<file path="src/logic/aidr_cfg.svh">
`ifndef AIDR_CFG_SVH
`define AIDR_CFG_SVH
// ******************************
// record byte offsets
// ******************************
`define AIDR_OFS_SUMMARY      5'h00
`define AIDR_OFS_CLASS        5'h01
`define AIDR_OFS_SPARE        5'h02
`define AIDR_OFS_INTERNAL     5'h03
`define AIDR_OFS_KIND         5'h04
`define AIDR_OFS_DIAG_BITS    5'h05
`define AIDR_OFS_CH_COUNT     5'h06
`define AIDR_OFS_GROUP        5'h07
`define AIDR_OFS_CH0          5'h08
`define AIDR_OFS_UNUSED0      5'h0C
`define AIDR_OFS_STAMP0       5'h10
`define AIDR_RECORD_BYTES     5'h14
// ******************************
// field positions
// ******************************
`define AIDR_SUM_FAIL         0
`define AIDR_SUM_INTERNAL     1
`define AIDR_SUM_EXTERNAL     2
`define AIDR_SUM_CHANNEL      3
`define AIDR_SUM_AUX          4
`define AIDR_SUM_PARAM        7
`define AIDR_INT_BUFOVF       3
`define AIDR_INT_COMM         4
`define AIDR_CH_PARAM         0
`define AIDR_CH_WIREBRK       4
`define AIDR_CH_UNDER         6
`define AIDR_CH_OVER          7
// ******************************
// constant values
// ******************************
`define AIDR_CLASS_ANALOG     4'h5
`define AIDR_CLASS_CHINFO     4
`define AIDR_KIND_VALUE       7'h71
`define AIDR_DIAG_BITS_VALUE  8'h08
`define AIDR_CH_COUNT_VALUE   8'h04
`define AIDR_CH_DEFINED_MASK  8'hD1
`define AIDR_RESET_BYTE       8'h00
// ******************************
// timing
// ******************************
`define AIDR_CLK_PERIOD_NS    5
`define AIDR_TICK_PERIOD_NS   1000
`define AIDR_TICK_CYCLES      (`AIDR_TICK_PERIOD_NS / `AIDR_CLK_PERIOD_NS)
`endif

</file>
<file path="src/logic/aidr_pkg.sv">
package aidr_pkg;
   // channel type codes of the kind byte
   typedef enum logic [6:0] {
      AIDR_KIND_DIG_IN  = 7'h70,
      AIDR_KIND_ANA_IN  = 7'h71,
      AIDR_KIND_DIG_OUT = 7'h72,
      AIDR_KIND_ANA_OUT = 7'h73,
      AIDR_KIND_ANA_IO  = 7'h74,
      AIDR_KIND_COUNTER = 7'h76
   } aidr_kind_t;
   typedef logic [7:0] aidr_byte_t;
endpackage

</file>
<file path="src/logic/aidr_record.sv">
`timescale 1ns/1ps
`include "aidr_cfg.svh"
// Functional notes
// [RULE1] summary bits: failure, internal, external, aux supply
// [RULE2] summary bit 7 parameter, bit 3 channel
// [RULE3] class byte 0101b plus channel-info bit
// [RULE4] internal byte: buffer overflow, communication error
// [RULE5] channel kind byte reads analog input
// [RULE6] diagnostic bits per channel reads 08h
// [RULE7] channel count reads 04h
// [RULE8] group byte bit n per channel n
// [RULE9] channel byte bit 0 parameter error
// [RULE10] channel byte bit 4 wire break
// [RULE11] channel bits 6/7 underflow/overflow
// [RULE12] bytes of channels 4 to 7 reserved
// [RULE13] ticker captured into timestamp at event
// [RULE14] microsecond ticker starts at zero
// [RULE15] ticker wraps after 2^32-1
// [RULE16] going event raised when cause clears; the code raises it only when the last standing cause clears
// [RULE17] fault indicator lit while any error
// [RULE18] channel error lights channel indicator
// [RULE19] reserved bits and bytes read zero
// [RULE20] group bit ORs channel; summary ORs groups
module aidr_record #(
   parameter int TICK_DIV = `AIDR_TICK_CYCLES
) (
   // clock and reset
   input  wire logic        sys_clk,
   input  wire logic        srst,
   // module level fault sources
   input  wire logic        moduleFailure,
   input  wire logic        internalError,
   input  wire logic        externalError,
   input  wire logic        auxSupplyMissing,
   input  wire logic        paramError,
   input  wire logic        diagBufOverflow,
   input  wire logic        internalCommError,
   // per channel fault sources
   input  wire logic [3:0]  chParamError,
   input  wire logic [3:0]  chWireBreak,
   input  wire logic [3:0]  chUnderflow,
   input  wire logic [3:0]  chOverflow,
   // record read port
   input  wire logic        rdEn,
   input  wire logic [4:0]  rdAddr,
   output logic      [7:0]  rdData,
   output logic             rdValid,
   // events and indicators
   output logic             diagIncoming,
   output logic             diagGoing,
   output logic             module_fault_indicator,
   output logic      [3:0]  channelIndicator,
   output logic      [31:0] usTicker,
   output logic      [31:0] event_timestamp_us
);

   // ******************************
   // elaboration checks
   // ******************************
   if (TICK_DIV < 1 || TICK_DIV > 256) begin : g_bad_div
      $error("TICK_DIV must lie in 1..256");
   end

   localparam logic [7:0] DIV_LAST = 8'(TICK_DIV - 1);

   // ******************************
   // fault state
   // ******************************
   aidr_pkg::aidr_byte_t chFaultNext [4];
   aidr_pkg::aidr_byte_t chFaultReg  [4];
   aidr_pkg::aidr_byte_t summaryNext;
   aidr_pkg::aidr_byte_t summaryReg;
   aidr_pkg::aidr_byte_t internalNext;
   aidr_pkg::aidr_byte_t internalReg;
   aidr_pkg::aidr_byte_t groupNext;
   aidr_pkg::aidr_byte_t groupReg;
   logic [47:0]          faultNext;
   logic [47:0]          faultReg;
   logic                 anyErrNext;
   logic                 anyErrReg;
   logic                 incomingNext;
   logic                 goingNext;

   always_comb begin
      groupNext = `AIDR_RESET_BYTE;
      for (int i = 0; i < 4; i++) begin
         chFaultNext[i] = `AIDR_RESET_BYTE;
         // [RULE9] parameter error bit
         chFaultNext[i][`AIDR_CH_PARAM] = chParamError[i];
         // [RULE10] wire break bit
         chFaultNext[i][`AIDR_CH_WIREBRK] = chWireBreak[i];
         // [RULE11] range under/overflow
         chFaultNext[i][`AIDR_CH_UNDER] = chUnderflow[i];
         chFaultNext[i][`AIDR_CH_OVER] = chOverflow[i];
         // [RULE8] group bit per channel
         // [RULE20] group ORs defined bits
         groupNext[i] = |(chFaultNext[i] & `AIDR_CH_DEFINED_MASK);
      end
   end

   always_comb begin
      summaryNext = `AIDR_RESET_BYTE;
      // [RULE1] module level causes
      summaryNext[`AIDR_SUM_FAIL] = moduleFailure;
      summaryNext[`AIDR_SUM_INTERNAL] = internalError;
      summaryNext[`AIDR_SUM_EXTERNAL] = externalError;
      summaryNext[`AIDR_SUM_AUX] = auxSupplyMissing;
      // [RULE2] parameter and channel bits
      // [RULE20] channel bit ORs groups
      summaryNext[`AIDR_SUM_PARAM] = paramError;
      summaryNext[`AIDR_SUM_CHANNEL] = |groupNext;
   end

   always_comb begin
      internalNext = `AIDR_RESET_BYTE;
      // [RULE4] internal fault flags
      internalNext[`AIDR_INT_BUFOVF] = diagBufOverflow;
      internalNext[`AIDR_INT_COMM] = internalCommError;
   end

   assign faultNext = {summaryNext, internalNext, chFaultNext[3], chFaultNext[2],
                       chFaultNext[1], chFaultNext[0]};
   assign anyErrNext = |faultNext;
   // a new cause while others stand is still an incoming event
   assign incomingNext = |(faultNext & ~faultReg);
   // [RULE16] going raised by hardware itself
   assign goingNext = anyErrReg & ~anyErrNext;

   always_ff @(posedge sys_clk) begin
      if (srst) begin
         for (int i = 0; i < 4; i++) begin
            chFaultReg[i] <= `AIDR_RESET_BYTE;
         end
         summaryReg <= `AIDR_RESET_BYTE;
         internalReg <= `AIDR_RESET_BYTE;
         groupReg <= `AIDR_RESET_BYTE;
         faultReg <= '0;
      end else begin
         for (int i = 0; i < 4; i++) begin
            chFaultReg[i] <= chFaultNext[i];
         end
         summaryReg <= summaryNext;
         internalReg <= internalNext;
         groupReg <= groupNext;
         faultReg <= faultNext;
      end
   end

   // ******************************
   // events and indicators
   // ******************************
   always_ff @(posedge sys_clk) begin
      if (srst) begin
         anyErrReg <= 1'b0;
         diagIncoming <= 1'b0;
         diagGoing <= 1'b0;
         channelIndicator <= 4'h0;
      end else begin
         // [RULE17] lit first incoming to last going
         anyErrReg <= anyErrNext;
         diagIncoming <= incomingNext;
         diagGoing <= goingNext;
         // [RULE18] channel indicator follows error
         channelIndicator <= groupNext[3:0];
      end
   end

   assign module_fault_indicator = anyErrReg;

   // ******************************
   // microsecond ticker
   // ******************************
   logic [7:0]  divReg;
   logic [31:0] tickReg;

   always_ff @(posedge sys_clk) begin
      if (srst) begin
         divReg <= 8'h00;
      end else if (divReg == DIV_LAST) begin
         divReg <= 8'h00;
      end else begin
         divReg <= divReg + 8'h01;
      end
   end

   always_ff @(posedge sys_clk) begin
      // [RULE14] zero from srst
      if (srst) begin
         tickReg <= 32'h0000_0000;
      end else if (divReg == DIV_LAST) begin
         // [RULE15] natural 32-bit wrap
         tickReg <= tickReg + 32'h0000_0001;
      end
   end

   assign usTicker = tickReg;

   // ******************************
   // timestamp capture
   // ******************************
   always_ff @(posedge sys_clk) begin
      if (srst) begin
         event_timestamp_us <= 32'h0000_0000;
      end else if (incomingNext || goingNext) begin
         // [RULE13] ticker taken at event
         event_timestamp_us <= tickReg;
      end
   end

   // ******************************
   // record read port
   // ******************************
   aidr_pkg::aidr_byte_t readByte;
   logic [1:0]           byteSel;

   assign byteSel = rdAddr[1:0];

   always_comb begin
      readByte = `AIDR_RESET_BYTE;
      unique case (rdAddr[4:2])
         3'h0: begin
            unique case (byteSel)
               2'h0: readByte = summaryReg;
               // [RULE3] analog class, channel info
               2'h1: readByte = {3'h0, 1'b1, `AIDR_CLASS_ANALOG};
               // [RULE19] spare byte reads zero
               2'h2: readByte = `AIDR_RESET_BYTE;
               2'h3: readByte = internalReg;
            endcase
         end
         3'h1: begin
            unique case (byteSel)
               // [RULE5] analog input kind
               2'h0: readByte = {1'b0, aidr_pkg::AIDR_KIND_ANA_IN};
               // [RULE6] bits per channel
               2'h1: readByte = `AIDR_DIAG_BITS_VALUE;
               // [RULE7] channel count
               2'h2: readByte = `AIDR_CH_COUNT_VALUE;
               2'h3: readByte = groupReg;
            endcase
         end
         3'h2: readByte = chFaultReg[byteSel];
         // [RULE12] channels 4 to 7 zero
         3'h3: readByte = `AIDR_RESET_BYTE;
         3'h4: readByte = event_timestamp_us[{byteSel, 3'h0} +: 8];
         // [RULE19] beyond the record reads zero
         default: readByte = `AIDR_RESET_BYTE;
      endcase
   end

   always_ff @(posedge sys_clk) begin
      if (srst) begin
         rdData <= `AIDR_RESET_BYTE;
         rdValid <= 1'b0;
      end else begin
         rdValid <= rdEn;
         // data holds between reads so a slow reader sees it stable
         if (rdEn) begin
            rdData <= readByte;
         end
      end
   end

   // ******************************
   // checks
   // ******************************
   AST_SUMMARY_BITS: assert property ( // [RULE1]
      @(posedge sys_clk) disable iff (srst)
      ##1 summaryReg[2:0] == {$past(externalError), $past(internalError), $past(moduleFailure)}
          && summaryReg[4] == $past(auxSupplyMissing))
      else $error("summary module bits wrong");

   AST_SUMMARY_CHAN: assert property ( // [RULE2]
      @(posedge sys_clk) disable iff (srst)
      summaryReg[3] == (|groupReg[3:0]) && summaryReg[6:5] == 2'h0)
      else $error("summary channel bit wrong");

   AST_CLASS_READ: assert property ( // [RULE3]
      @(posedge sys_clk) disable iff (srst)
      rdEn && rdAddr == `AIDR_OFS_CLASS |=> rdValid && rdData == 8'h15)
      else $error("class byte wrong");

   AST_INTERNAL_BITS: assert property ( // [RULE4]
      @(posedge sys_clk) disable iff (srst)
      ##1 internalReg[4] == $past(internalCommError)
          && internalReg[3] == $past(diagBufOverflow))
      else $error("internal byte wrong");

   AST_CONST_READ: assert property ( // [RULE6]
      @(posedge sys_clk) disable iff (srst)
      rdEn && rdAddr == `AIDR_OFS_DIAG_BITS |=> rdValid && rdData == 8'h08)
      else $error("bits per channel byte wrong");

   AST_COUNT_READ: assert property ( // [RULE7]
      @(posedge sys_clk) disable iff (srst)
      rdEn && rdAddr == `AIDR_OFS_CH_COUNT |=> rdValid && rdData == 8'h04)
      else $error("channel count byte wrong");

   AST_UNUSED_ZERO: assert property ( // [RULE12]
      @(posedge sys_clk) disable iff (srst)
      rdEn && rdAddr[4:2] == 3'h3 |=> rdData == 8'h00)
      else $error("unused channel byte not zero");

   AST_GROUP_OR: assert property ( // [RULE20]
      @(posedge sys_clk) disable iff (srst)
      groupReg[0] == |(chFaultReg[0] & 8'hD1) && groupReg[7:4] == 4'h0)
      else $error("group bit not OR of channel");

   AST_STAMP_TAKE: assert property ( // [RULE13]
      @(posedge sys_clk) disable iff (srst)
      diagIncoming || diagGoing |-> event_timestamp_us == $past(usTicker))
      else $error("timestamp not captured");

   AST_TICK_STEP: assert property ( // [RULE15]
      @(posedge sys_clk) disable iff (srst)
      divReg == DIV_LAST |=> usTicker == $past(usTicker) + 32'h0000_0001)
      else $error("ticker did not advance");

   AST_TICK_HOLD: assert property ( // [RULE14]
      @(posedge sys_clk) disable iff (srst)
      divReg != DIV_LAST |=> $stable(usTicker))
      else $error("ticker moved early");

   AST_GOING_EVENT: assert property ( // [RULE16]
      @(posedge sys_clk) disable iff (srst)
      $fell(module_fault_indicator) |-> diagGoing)
      else $error("going event missing");

   AST_FAULT_LAMP: assert property ( // [RULE17]
      @(posedge sys_clk) disable iff (srst)
      diagIncoming |-> module_fault_indicator)
      else $error("fault indicator dark on event");

   AST_CHAN_LAMP: assert property ( // [RULE18]
      @(posedge sys_clk) disable iff (srst)
      chWireBreak[1] |=> channelIndicator[1])
      else $error("channel indicator dark");

   AST_KIND_READ: assert property ( // [RULE5]
      @(posedge sys_clk) disable iff (srst)
      rdEn && rdAddr == `AIDR_OFS_KIND |=> rdValid && rdData == 8'h71)
      else $error("channel kind byte wrong");

   AST_CHAN_BITS: assert property ( // [RULE9]
      @(posedge sys_clk) disable iff (srst)
      ##1 chFaultReg[1] == {$past(chOverflow[1]), $past(chUnderflow[1]), 1'b0,
                            $past(chWireBreak[1]), 3'h0, $past(chParamError[1])})
      else $error("channel byte bits wrong");

endmodule

</file>
<file path="config.mk">
export PLATFORM = sky130hd
export DESIGN_NAME = aidr_record
export DESIGN_NICKNAME = d
export VERILOG_FILES = /design/src/logic/aidr_pkg.sv /design/src/logic/aidr_record.sv
export VERILOG_INCLUDE_DIRS = /design/src /design/src/logic
export SDC_FILE = /design/constraint.sdc
export NUM_CORES = 1
export LEC_CHECK = 0
export BUFFER_PORTS_ARGS = -buffer_cell sky130_fd_sc_hd__buf_2
export CORE_MARGIN = 3
export CORE_UTILIZATION = 58
export CTS_BUF_LIST = sky130_fd_sc_hd__clkbuf_16
export DETAILED_ROUTE_END_ITERATION = 6
export PLACE_DENSITY = 0.84
export RECOVER_POWER = 25
export SLEW_MARGIN = 25
export SYNTH_ARGS = -nofsm -noshare
export SYNTH_HDL_FRONTEND = slang
export SYNTH_SLANG_ARGS = --single-unit
</file>
<file path="constraint.sdc">
create_clock -name sys_clk -period 5.4 [get_ports sys_clk]
set_clock_uncertainty 0.1 [all_clocks]
set_input_delay 1.08 -clock sys_clk [delete_from_list [all_inputs] [get_ports sys_clk]]
set_output_delay 1.08 -clock sys_clk [all_outputs]
set_load 0.02 [all_outputs]
</file>
==> metrics.txt <==
WL/cell ~17 um; io pins roughly 110; Yosys Warn Count 0; vias per cell about 5.8; asr flop ratio synth 0%; hold path endpoint divReg[0]; Yosys cell types between 40 and 50; R2R Path Start divReg[3]; synthesis-to-finish area growth 17.3%; H-Tree Depth 3; antenna violations before repair 0; Chip Height 99.6 um; Final setup viols 0; synthesized flop and latch total approximately 110; PwrDens around 280 mW/mm2; worst ir drop on vdd 158 uV; post-synth top area cell dfxtp_1; failing checks max-capacitance violations, max-slew violations; WP data arrival about 3200 ps; DRC 0; Post-DP Area 0.00567 mm2; crit path cell chain clkbuf_2 -> nand2b_1 -> mux2i_1; GRT Total Usage around a quarter; post-route setup TNS 0 ps; die area slightly below 0.01 mm2; hold_buf cts 0; DIE WIDTH approximately 100 um; initial drt markers 361; CP bufs+invs 1; Layout Nets ~660; top_reg_cell synth dfxtp_1; # rows 33; Critical Path Sink Type register; initial core utilization between 60 and 70%; GPL Wtd Cong between 0.8 and 0.9; Worst Path Required roughly 5500 ps; simple logic cell fraction of the synthesized area just under 30%; RSZ-0062 raised after global routing false; critical path fanouts, max 144; final cycle utilization of the critical path 56.3%; total number of vias 4251; CP max stage delay 1590 ps; share of the synthesized area in the top cell type between 40% and 50%; Compound-Gate Fraction of Synth Area slightly above 6%; Cells after Synth roughly 540; run status complete, but fails checks; R2R depth 5; worst hold path class register to register; final hold violation count 0; Max-Cap Viols 1; post-CTS setup buffers 0; CTS buffer count 9; Synth Area in XOR/XNOR 5.51%; worst rel slew slack -55.3%; vias in the first global route 3993; first-pass GRT wire length around 20 mm; Slew Limit Fails approximately 150; TritonCTS clock tree built; Critical Path Source Type input port; largest net degree at the start of global routing between 100 and 150; number of port buffers between 100 and 150; path type of the worst setup path input port to register; Placeable Area between 0.008 and 0.009 mm2; Max Freq 0.329 GHz; crit path time final slightly above 3000 ps; Place WS roughly 2100 ps; Seq/Total Area, Yosys 44.1%; Clock Latency Late Sink between 300 and 400 ps; hpwl dp about 9.0 mm; slew at the pin closest to its max-slew limit between 2000 and 2500 ps; final instance area just under 0.006 mm2; n_diodes 0; setup ws final 2360 ps; clock transition at the registers of the reported paths 70 ps; post-CTS sizing 0; Fin Hold WS around 350 ps; gr ovfl total 0; EDFF count, synth 0; Register-to-Register Setup Slack ~2700 ps; antenna-violating nets left 0; clock sinks approximately 110; Routed WL approximately 12 mm; Pre-Repair DR Iteration Count 7; CP max-delay cell clkbuf_2; syn_nets ~570; synthesized area per cell between 9 and 10 um2; mux cell area share after synthesis 11.2%; clock root cell clkbuf_16; hold path startpoint divReg[0]; largest family of logic cells by synthesized area simple AND/OR/NAND/NOR gates; Top Family by Delay on Critical Path buffers and inverters; Clock Path Buffers 2; Worst Hold Depth 1; adder-cell share of the synthesized area less than 1%; Reg-to-Reg End usTicker[10]; synth top area cells dfxtp_1 (44%), nand2b_1 (8.1%), mux2i_1 (6.3%); Mapped Area between 0.005 and 0.006 mm2; LEAKAGE 2.30 nW; layout cells sized above 1 20.5%; FILL cells around 660
## synth_stat cells, drive strengths merged, types with 4 or more instances
| master | number |
|---|---|
| nand2b | 66 |
| nor2 | 51 |
| nand2 | 14 |
| o21ai | 8 |
| and4 | 4 |
| xnor2 | 8 |
| nor4 | 8 |
| a22oi | 4 |
| clkbuf | 23 |
| and3 | 6 |
| a21oi | 12 |
| buf | 6 |
| mux2i | 32 |
| nor3 | 14 |
| xor2 | 24 |
| a2111oi | 6 |
| o31ai | 4 |
| nor2b | 42 |
| dfxtp | 112 |
| inv | 13 |
| mux4 | 11 |
| nand4 | 19 |
| o211ai | 4 |
| nand3 | 18 |
## cell type report
| class | count | area, um2 | area share, % |
|---|---|---|---|
| flip-flops and latches | 112 | 2240 | 37.6 |
| multi-input cells | 381 | 2680 | 44.9 |
| clock buffers | 9 | 225 | 3.78 |
| inverters | 13 | 48.8 | 0.818 |
| well taps | 105 | 131 | 2.20 |
| repair buffers | 112 | 546 | 9.14 |
| clock inverters | 7 | 95.1 | 1.59 |
## layout by cell type, fill, tap and decap left out, types with 2 or more instances in the layout
| cell type | instances |
|---|---|
| a2111oi_0 | 6 |
| a211oi_1 | 3 |
| a21oi_1 | 12 |
| a22oi_1 | 4 |
| a31oi_1 | 2 |
| and3_1 | 6 |
| and4_1 | 4 |
| buf_2 | 93 |
| buf_4 | 2 |
| bufinv_16 | 2 |
| clkbuf_1 | 16 |
| clkbuf_16 | 9 |
| clkinv_2 | 2 |
| dfxtp_1 | 112 |
| ha_1 | 2 |
| inv_1 | 13 |
| mux2i_1 | 32 |
| mux4_2 | 11 |
| nand2_1 | 14 |
| nand2b_1 | 66 |
| nand3_1 | 16 |
| nand3b_1 | 3 |
| nand4_1 | 19 |
| nor2_1 | 51 |
| nor2b_1 | 42 |
| nor3_1 | 12 |
| nor3_4 | 2 |
| nor3b_1 | 2 |
| nor4_1 | 6 |
| nor4_2 | 2 |
| nor4b_1 | 2 |
| o211ai_1 | 4 |
| o21ai_0 | 8 |
| o31ai_1 | 4 |
| or3_1 | 3 |
| or4_1 | 2 |
| xnor2_1 | 8 |
| xor2_1 | 24 |
## logic make-up after synthesis
kind of cell	count (synthesis)
fa+ha+maj	2
mux	43
buf+inv	42
xor+xnor	32
compound gates	47
simple gates	257
flops	112
## metal layers
metal | share of wire [%] | vias up | global-route usage [%]
li1 | - | 2049 | -
met1 | 44 | 2013 | 34.0
met2 | 48 | 165 | 40.7
met3 | 6.6 | 24 | 3.58
met4 | 1.9 | 0 | 8.51
met5 | 0 | - | 0
## how the worst max path moves through the flow
stage,slack [ps],depth (start not counted),endpoint,start
after CTS,2450,7,event_timestamp_us[11],chParamError[2]
after detailed placement,2130,7,event_timestamp_us[11],chParamError[2]
after floorplan,2600,7,event_timestamp_us[10],chParamError[1]
final,2360,3,event_timestamp_us[17],srst
after global routing,2100,2,rdData[4],srst
after global placement,2200,7,event_timestamp_us[21],chParamError[3]
## state kept, by name, summed over array words and instances, names as in the netlist
signal	count
diagGoing	1
rdData	8
divReg	8
usTicker	32
internalReg	1
diagIncoming	1
faultReg	17
channelIndicator	4
rdValid	1
summaryReg	6
event_timestamp_us	32
module_fault_indicator	1
## through the flow
| step | cells | util, % | total power, mW |
|---|---|---|---|
| floorplan | 535 | - | 0.940 |
| detailed placement | 723 | 67.7 | 0.977 |
| global route | 739 | 71.2 | 1.72 |
| finish | 739 | 71.2 | 1.67 |
| global placement | 723 | 67.6 | 0.975 |
| CTS | 739 | 71.5 | 1.67 |
## where the power goes
part	switching [mW]	internal [mW]	total [mW]
Clock	0.299	0.408	0.707
Combinational	0.0598	0.0454	0.105
Sequential	0.0106	0.843	0.854
Total	0.369	1.30	1.67
## worst register-to-register path: cells and delay by family (launching register included)
family	cells	cell delay (ps)
flops	1	350
simple gates	4	1860
xor+xnor	1	170
(Power assumes the default switching activity.)
